`src/design/lgsd_params.svh`:
```
`ifndef LGSD_PARAMS_SVH
`define LGSD_PARAMS_SVH

// Reference clock rate in hertz
`define LGSD_CLK_HZ      10000000
// Length of each blink phase, in milliseconds
`define LGSD_BLINK_MS    80
// Cycles in one blink phase, derived from the two figures above
`define LGSD_BLINK_CYC   (`LGSD_BLINK_MS * (`LGSD_CLK_HZ / 1000))
// Width of the blink phase counter
`define LGSD_CNT_W       20
// Number of multipurpose pins
`define LGSD_NPINS       3
// Pin positions of the three indicators
`define LGSD_PIN_SPEED   0
`define LGSD_PIN_LINK    1
`define LGSD_PIN_DUPLEX  2

`endif

```
`src/design/lgsd_pkg.sv`:
```
package lgsd_pkg;

    // Function of one multipurpose pin
    typedef enum logic [1:0] {
        LGSD_MODE_INPUT  = 2'h0,
        LGSD_MODE_PUSH   = 2'h1,
        LGSD_MODE_ODRAIN = 2'h2,
        LGSD_MODE_LED    = 2'h3
    } lgsd_mode_e;

    // Blink sequencer states, one-hot
    typedef enum logic [2:0] {
        LGSD_ST_STEADY = 3'b001,
        LGSD_ST_DARK   = 3'b010,
        LGSD_ST_LIT    = 3'b100
    } lgsd_state_e;

    // State of one pin driver
    typedef struct packed {
        logic o;
        logic oe;
        logic rd;
    } lgsd_pin_s;

    // State of the indicator core
    typedef struct packed {
        lgsd_state_e     st;
        logic [19:0]     cnt;
        logic            pend;
        logic            speed_n;
        logic            link_act_n;
        logic            duplex_n;
    } lgsd_core_s;

endpackage

```
`src/design/lgsd_top.sv`:
```
`timescale 1ns/100ps
`include "lgsd_params.svh"

module lgsd_top #(
    parameter int unsigned BLINK_CYCLES = `LGSD_BLINK_CYC  // Cycles per blink phase
) (
    input  wire logic                                     CLK,
    input  wire logic                                     SRST,
    input  wire logic                                     LINK_UP,
    input  wire logic                                     SPEED_100,
    input  wire logic                                     AN_BUSY,
    input  wire logic                                     FULL_DUPLEX,
    input  wire logic                                     ACTIVITY,
    input  wire lgsd_pkg::lgsd_mode_e [`LGSD_NPINS-1:0]   PIN_MODE,
    input  wire logic [`LGSD_NPINS-1:0]                   GPIO_DOUT,
    input  wire logic [`LGSD_NPINS-1:0]                   PIN_I,
    output logic [`LGSD_NPINS-1:0]                        PIN_O,
    output logic [`LGSD_NPINS-1:0]                        PIN_OE,
    output logic [`LGSD_NPINS-1:0]                        GPIO_DIN
);
    import lgsd_pkg::*;

    // Last count of a blink phase; phase lasts exactly BLINK_CYCLES
    localparam logic [`LGSD_CNT_W-1:0] BLINK_LAST = `LGSD_CNT_W'(BLINK_CYCLES - 1);

    lgsd_core_s c_q;  // Registered core state
    lgsd_core_s c_d;  // Next core state
    logic [`LGSD_NPINS-1:0] led_n;  // Indicator levels per pin
    logic phase_end;  // Blink phase expires this cycle

    assign phase_end = (c_q.cnt == BLINK_LAST);

    // Indicator levels and blink sequencer
    always_comb begin
        c_d = c_q;
        // Speed lit only once negotiation settled on 100Mb
        c_d.speed_n  = ~(LINK_UP & SPEED_100 & ~AN_BUSY);
        c_d.duplex_n = ~(LINK_UP & FULL_DUPLEX);
        case (c_q.st)
            LGSD_ST_STEADY: begin
                c_d.cnt = '0;
                if (ACTIVITY || c_q.pend) begin
                    c_d.st   = LGSD_ST_DARK;
                    c_d.pend = 1'b0;
                end
            end
            LGSD_ST_DARK: begin
                // Activity during the pulse is kept for the next round
                c_d.pend = c_q.pend | ACTIVITY;
                c_d.cnt  = c_q.cnt + 1'b1;
                if (phase_end) begin
                    c_d.st  = LGSD_ST_LIT;
                    c_d.cnt = '0;
                end
            end
            LGSD_ST_LIT: begin
                c_d.pend = c_q.pend | ACTIVITY;
                c_d.cnt  = c_q.cnt + 1'b1;
                if (phase_end) begin
                    c_d.cnt = '0;
                    if (c_q.pend || ACTIVITY) begin
                        c_d.st   = LGSD_ST_DARK;
                        c_d.pend = 1'b0;
                    end else begin
                        c_d.st = LGSD_ST_STEADY;
                    end
                end
            end
            default: begin
                // Illegal code: recover to steady
                c_d.st   = LGSD_ST_STEADY;
                c_d.cnt  = '0;
                c_d.pend = 1'b0;
            end
        endcase
        // Without a link nothing blinks and no event is remembered
        if (!LINK_UP) begin
            c_d.st   = LGSD_ST_STEADY;
            c_d.cnt  = '0;
            c_d.pend = 1'b0;
        end
        c_d.link_act_n = ~LINK_UP | (c_d.st == LGSD_ST_DARK);
        if (SRST) begin
            c_d            = '0;
            c_d.st         = LGSD_ST_STEADY;
            c_d.speed_n    = 1'b1;
            c_d.link_act_n = 1'b1;
            c_d.duplex_n   = 1'b1;
        end
    end

    // Core state register
    always_ff @(posedge CLK) begin
        c_q <= c_d;
    end

    // Map indicators onto their pins
    always_comb begin
        led_n                   = '1;
        led_n[`LGSD_PIN_SPEED]  = c_q.speed_n;
        led_n[`LGSD_PIN_LINK]   = c_q.link_act_n;
        led_n[`LGSD_PIN_DUPLEX] = c_q.duplex_n;
    end

    // One driver per pin; outputs are its flip-flops
    genvar gi;
    generate
        for (gi = 0; gi < `LGSD_NPINS; gi++) begin : g_pin
            lgsd_pin u_pin (
                .clk    (CLK),
                .srst   (SRST),
                .mode   (PIN_MODE[gi]),
                .dout   (GPIO_DOUT[gi]),
                .led_n  (led_n[gi]),
                .pin_i  (PIN_I[gi]),
                .pin_o  (PIN_O[gi]),
                .pin_oe (PIN_OE[gi]),
                .din    (GPIO_DIN[gi])
            );
        end
    endgenerate

    // Checks; each looks at registered state, so it sees
    // the effect one edge after the inputs that caused it
    property p_push_drive;
        @(posedge CLK) disable iff (SRST)
        PIN_MODE[0] == LGSD_MODE_PUSH |=> PIN_OE[0] && PIN_O[0] == $past(GPIO_DOUT[0]);
    endproperty
    a_push_drive: assert property (p_push_drive) else $error("push-pull pin not driven");

    property p_led_odrain;
        @(posedge CLK) disable iff (SRST)
        PIN_MODE[1] == LGSD_MODE_LED |=> !PIN_O[1] && (PIN_OE[1] == !$past(c_q.link_act_n));
    endproperty
    a_led_odrain: assert property (p_led_odrain) else $error("indicator pin not open-drain");

    property p_speed_on;
        @(posedge CLK) disable iff (SRST)
        LINK_UP && SPEED_100 && !AN_BUSY |=> !c_q.speed_n;
    endproperty
    a_speed_on: assert property (p_speed_on) else $error("speed indicator not lit");

    property p_speed_off;
        @(posedge CLK) disable iff (SRST)
        !LINK_UP || !SPEED_100 || AN_BUSY |=> c_q.speed_n;
    endproperty
    a_speed_off: assert property (p_speed_off) else $error("speed indicator lit wrongly");

    property p_link_lit;
        @(posedge CLK) disable iff (SRST)
        LINK_UP && c_q.st == LGSD_ST_STEADY && !ACTIVITY && !c_q.pend ##1 LINK_UP
        |-> !c_q.link_act_n;
    endproperty
    a_link_lit: assert property (p_link_lit) else $error("link indicator not lit");

    property p_dark_len;
        @(posedge CLK) disable iff (SRST)
        // Link loss or reset also ends a pulse early; only a natural end counts
        $fell(c_q.st == LGSD_ST_DARK) && $past(LINK_UP) && !$past(SRST)
        |-> $past(c_q.cnt) == BLINK_LAST;
    endproperty
    a_dark_len: assert property (p_dark_len) else $error("unlit pulse wrong length");

    property p_lit_min;
        @(posedge CLK) disable iff (SRST)
        $rose(c_q.st == LGSD_ST_DARK) && $past(c_q.st) == LGSD_ST_LIT
        |-> $past(c_q.cnt) == BLINK_LAST;
    endproperty
    a_lit_min: assert property (p_lit_min) else $error("lit gap too short");

    property p_duplex;
        @(posedge CLK) disable iff (SRST)
        1'b1 |=> c_q.duplex_n == !($past(LINK_UP) && $past(FULL_DUPLEX));
    endproperty
    a_duplex: assert property (p_duplex) else $error("duplex indicator wrong");

    property p_latch;
        @(posedge CLK) disable iff (SRST)
        LINK_UP && ACTIVITY && c_q.st == LGSD_ST_DARK && !phase_end ##1 LINK_UP |-> c_q.pend;
    endproperty
    a_latch: assert property (p_latch) else $error("activity not latched");

    property p_nolink;
        @(posedge CLK) disable iff (SRST)
        !LINK_UP |=> c_q.link_act_n && c_q.st == LGSD_ST_STEADY && !c_q.pend;
    endproperty
    a_nolink: assert property (p_nolink) else $error("blink without link");

    property p_count;
        @(posedge CLK) disable iff (SRST)
        LINK_UP && c_q.st == LGSD_ST_DARK && !phase_end ##1 LINK_UP
        |-> c_q.cnt == $past(c_q.cnt) + 1'b1;
    endproperty
    a_count: assert property (p_count) else $error("phase counter stalled");

    property p_reset;
        @(posedge CLK)
        SRST |=> PIN_OE == '0 && c_q.st == LGSD_ST_STEADY && c_q.cnt == '0 && c_q.link_act_n;
    endproperty
    a_reset: assert property (p_reset) else $error("reset state wrong");

    // Scenarios worth seeing: first blink, repeat, link loss, GPIO drive
    c_blink: cover property (@(posedge CLK) disable iff (SRST)
        $rose(c_q.st == LGSD_ST_DARK));
    c_repeat: cover property (@(posedge CLK) disable iff (SRST)
        c_q.st == LGSD_ST_LIT ##1 c_q.st == LGSD_ST_DARK);
    c_drop: cover property (@(posedge CLK) disable iff (SRST)
        c_q.st == LGSD_ST_DARK ##1 !LINK_UP);
    c_push: cover property (@(posedge CLK) disable iff (SRST)
        PIN_MODE[0] == LGSD_MODE_PUSH ##1 PIN_OE[0]);

endmodule

```
`src/design/lgsd_pin.sv`:
```
`timescale 1ns/100ps

// One multipurpose pin: GPIO or open-drain indicator
module lgsd_pin (
    input  wire logic                clk,
    input  wire logic                srst,
    input  wire lgsd_pkg::lgsd_mode_e mode,
    input  wire logic                dout,
    input  wire logic                led_n,
    input  wire logic                pin_i,
    output logic                     pin_o,
    output logic                     pin_oe,
    output logic                     din
);
    import lgsd_pkg::*;

    lgsd_pin_s s_q;  // Registered pin state
    lgsd_pin_s s_d;  // Next pin state

    // Next state of the pin drivers
    always_comb begin
        s_d    = s_q;
        s_d.rd = pin_i;  // Input sampled in every mode
        case (mode)
            LGSD_MODE_PUSH: begin
                s_d.o  = dout;
                s_d.oe = 1'b1;
            end
            LGSD_MODE_ODRAIN: begin
                s_d.o  = 1'b0;
                s_d.oe = ~dout;
            end
            LGSD_MODE_LED: begin
                // Indicator only pulls low, never drives high
                s_d.o  = 1'b0;
                s_d.oe = ~led_n;
            end
            default: begin
                s_d.o  = 1'b0;
                s_d.oe = 1'b0;
            end
        endcase
        if (srst) begin
            s_d = '0;
        end
    end

    // State register
    always_ff @(posedge clk) begin
        s_q <= s_d;
    end

    assign pin_o  = s_q.o;
    assign pin_oe = s_q.oe;
    assign din    = s_q.rd;

endmodule

```
`config.mk`:
```
export PLATFORM = sky130hd
export DESIGN_NAME = lgsd_top
export DESIGN_NICKNAME = d
export VERILOG_FILES = /design/src/design/lgsd_pkg.sv /design/src/design/lgsd_top.sv /design/src/design/lgsd_pin.sv
export VERILOG_INCLUDE_DIRS = /design/src /design/src/design
export SDC_FILE = /design/constraint.sdc
export NUM_CORES = 1
export LEC_CHECK = 0
export BUFFER_PORTS_ARGS = -buffer_cell sky130_fd_sc_hd__buf_2
export CELL_PAD_IN_SITES_DETAIL_PLACEMENT = 0
export CELL_PAD_IN_SITES_GLOBAL_PLACEMENT = 1
export CORE_MARGIN = 5
export CORE_UTILIZATION = 25
export CTS_CLUSTER_SIZE = 30
export DETAILED_ROUTE_END_ITERATION = 8
export PLACE_DENSITY_LB_ADDON = 0.1
export SETUP_SLACK_MARGIN = 0.1
export SLEW_MARGIN = 5
export SYNTH_ARGS = -nofsm -noshare
export SYNTH_HDL_FRONTEND = slang
export SYNTH_SLANG_ARGS = --single-unit
```
`constraint.sdc`:
```
create_clock -name CLK -period 1.95 [get_ports CLK]
set_clock_uncertainty 0.05 [all_clocks]
set_input_delay 0.0975 -clock CLK [delete_from_list [all_inputs] [get_ports CLK]]
set_output_delay 0.0975 -clock CLK [all_outputs]
set_load 0.02 [all_outputs]
```
==> results.txt <==
----------------------------------------------------
[Outcome]
  Result of the run ... finished clean

[Detailed routing]
  Number of DRC violations after detailed routing ... 0
  Routed length on met3 ... 283 µm
  Number of vias per cell ... 4.71
  Pre-antenna DRT Iters ... 4
  Sum of routed wire length over all layers ... 3.71 mm
  Initial DRC Count ... 52
  Length of routed met2 wiring ... 1.67 mm
  Count of antenna-violating nets left after detailed routing ... 0
  Highest routed metal layer ... met4
  WL met1 ... roughly 1.7 mm
  Via count of the routed design ... 1,366
  Avg WL per Cell ... between 10 and 15 µm

[Yosys]
  Async SR Flop Fraction ... 0%
  Number of distinct library cell variants in the gate-level netlist after synthesis ... 40
  Main synth FF type ... sky130_fd_sc_hd__dfxtp_1
  Yosys warning count ... 0
  Number of cells produced by synthesis ... 176
  Number of enable flip-flop cells after synthesis ... 0
  Synthesized flop and latch total ... 36
  Proportion of synthesized chip area in sequential cells ... a little under half
  Average cell area after synthesis ... 8.94 µm²
  Net count after synthesis ... 196
  Netlist area before placement ... 1570 µm²

[Timing]
  Slew at the pin with the worst max-slew slack ... 0.413 ns
  Minimum clock period ... 1.78 ns
  Setup repair after global routing missed its margin ... false
  Final count of pins violating max slew ... 0
  Worst slack on hold paths ... 0.0351 ns
  Final hold viol count ... 0
  Slew headroom ... 72.1%
  Max Clk Rate ... between 500 and 600 MHz
  Final setup violation count ... 0
  Post-route fraction of the period consumed by the critical path ... between 90% and 100%
  Setup Total Neg Slack ... 0 ns

[Finish]
  Commonest cells after routing, fill and taps aside ... sky130_fd_sc_hd__dfxtp_1, sky130_fd_sc_hd__buf_2, sky130_fd_sc_hd__nor2_1
  Multi-input combinational cell area ... 810 µm²
  Register area ... approximately 730 µm²
  Share of final-layout standard cells stronger than drive strength 1 ... 30.0%
  Net count reported at finish ... 233
  Synth-to-layout area growth ... 29.1%
  Ant diodes ... 0
  Fillcell total ... 667

[Global routing]
  Largest net degree at the start of global routing ... 12
  Global-route wire length before repair ... about 6.3 mm
  Via count of the first global-routing pass ... about 1,400
  Total Routing Usage GR ... between 10% and 20%
  Global route total overflow ... 0
  Antenna violations before repair ... 0

[Clock network]
  Buffer levels on the longest clock path ... 2
  Clock-pin slew on the worst setup and hold paths ... 0.08 ns
  Number of clock buffers inserted by TritonCTS ... 5
  Clock latency of the later-clocked register in the worst-skew pair ... 0.29 ns
  CTS H-tree depth ... 2
  Clock root buffer ... sky130_fd_sc_hd__clkbuf_8
  Num Clock Sinks ... 36
  CTS tree ... built

[Pwr]
  Share of total power in sequential cells ... 52.9%
  Switching Share ... 22.3%
  PD cells ... between 600 and 700 nW/µm²
  Sw Pwr ... 317 µW
  Int Pwr ... 1110 µW
  Logic pwr share ... 6.0%
  Worst supply voltage drop on vdd ... 0.256 mV
  Reported leakage power ... 0.000699 µW
  Clock network fraction of total power ... 41.1%

[Floorplanning]
  Number of top-level pins ... 28
  Die extent in y ... 89.3 µm
  Die outline area ... 7980 µm²
  Num rows ... 29
  Effective utilization at floorplan ... 25.2%
  Area of the placeable core ... 6240 µm²
  Floorplan die width ... 89.3 µm

[Setup path]
  Largest fanout of any net on the critical path ... 5
  Kind of critical path ... register to register
  Data arrival time of the critical path ... 1.95 ns
  Logic depth of the worst register-to-register path ... 4
  Endpoint type of the worst setup path ... register
  Data required time at the worst endpoint ... 2.13 ns
  Crit start category ... register

[Min path]
  Worst hold path type ... input port to register
  Number of stages on the worst hold path ... 2

[Placed design]
  Number of input and output port buffers inserted ... 27
  Detail Placement HPWL ... 2.67 mm
  Final weighted congestion of routability-driven global placement ... 0.817

[Job]
  Max-cap check violation count ... 0

----------------------------------------------------
## cell usage after synthesis (4+ instances only)
| cell | n | area (µm²) |
|---|---|---|
| sky130_fd_sc_hd__or3_1 | 4 | 25.0 |
| sky130_fd_sc_hd__or4_1 | 6 | 45.0 |
| sky130_fd_sc_hd__nor2b_1 | 5 | 31.3 |
| sky130_fd_sc_hd__nand3_1 | 6 | 30.0 |
| sky130_fd_sc_hd__clkbuf_1 | 4 | 15.0 |
| sky130_fd_sc_hd__nor3_1 | 4 | 20.0 |
| sky130_fd_sc_hd__buf_4 | 9 | 67.6 |
| sky130_fd_sc_hd__nor2_1 | 21 | 78.8 |
| sky130_fd_sc_hd__a21oi_1 | 8 | 40.0 |
| sky130_fd_sc_hd__o31ai_1 | 5 | 37.5 |
| sky130_fd_sc_hd__nand2_1 | 14 | 52.6 |
| sky130_fd_sc_hd__nand4_1 | 4 | 25.0 |
| sky130_fd_sc_hd__dfxtp_1 | 36 | 721 |
| sky130_fd_sc_hd__xor2_1 | 5 | 43.8 |
| sky130_fd_sc_hd__xnor2_1 | 5 | 43.8 |
## logic make-up after synthesis
family	after synthesis	share of synthesized area, %
AO/OA/AOI/OAI	29	12.5
flip-flops	36	45.8
XOR/XNOR	10	5.56
buffers and inverters	16	6.04
AND/OR/NAND/NOR	84	29.3
adder cells (fa/ha/maj)	1	0.795
## path summary, 6_finish.rpt
kind                     from  slack [ns]                    to
setup / recovery       c_q[7]        0.17               c_q[22]
hold / removal    PIN_MODE[0]        0.04  g_pin[0].u_pin.pin_o
setup reg to reg       c_q[7]        0.17               c_q[22]
hold reg to reg        c_q[4]        0.39                c_q[4]
## sequential cells by signal (all words and copies together), names as in the netlist
name	cells
c_q	27
g_pin.u_pin.pin_oe	3
g_pin.u_pin.din	3
g_pin.u_pin.pin_o	3
## critical path, cell delays in order, from the launching register on
cell and delay [ns]:
sky130_fd_sc_hd__dfxtp_2 0.38, sky130_fd_sc_hd__nand3_4 0.11, sky130_fd_sc_hd__or4_4 0.55, sky130_fd_sc_hd__or4_4 0.52, sky130_fd_sc_hd__a21oi_2 0.12
## timing repair
item | 4_1_cts | 5_1_grt
resized for setup | 3 | 14
setup endpoints to repair | 3 | 19
buffers inserted | 0 | 0
endpoints found under the hold margin | 8 | 0
hold buffers | 10 | 0
## layer usage
metal | track usage [%] | vias up
met5 | 0 | -
met4 | 5.28 | 0
met3 | 3.96 | 4
met2 | 15.9 | 44
met1 | 12.3 | 621
li1 | - | 697
## cell type report
cell class                 count  area share [%]
clock buffer                   7            4.74
inverter                       2           0.369
sequential                    36            36.1
tap                           77            4.74
timing repair buffer          44            14.2
multi-input combinational    124            39.8
## power by group through the flow
stage	Combinational [µW]	Sequential (µW)	Clock [µW]
after global placement	70.7	770	0
after floorplan	49.4	769	0
final	85.7	752	584
after global routing	96.4	753	654
after CTS	86.5	753	610
after detailed placement	72.4	770	0
## metrics by stage
stage | total power, µW | std cells | setup slack (ns) | cell area [µm²] | utilization [%]
floorplan | 818 | 176 | 0.0926 | 1590 | -
global route | 1500 | 290 | 0.0957 | 2030 | 32.6
finish | 1420 | 290 | 0.173 | 2030 | 32.6
detailed placement | 843 | 273 | 0.0836 | 1780 | 28.5
CTS | 1450 | 290 | 0.125 | 1990 | 31.9
global placement | 840 | 273 | 0.105 | 1780 | 28.5
Note: power is estimated with default switching activity, not from simulation.
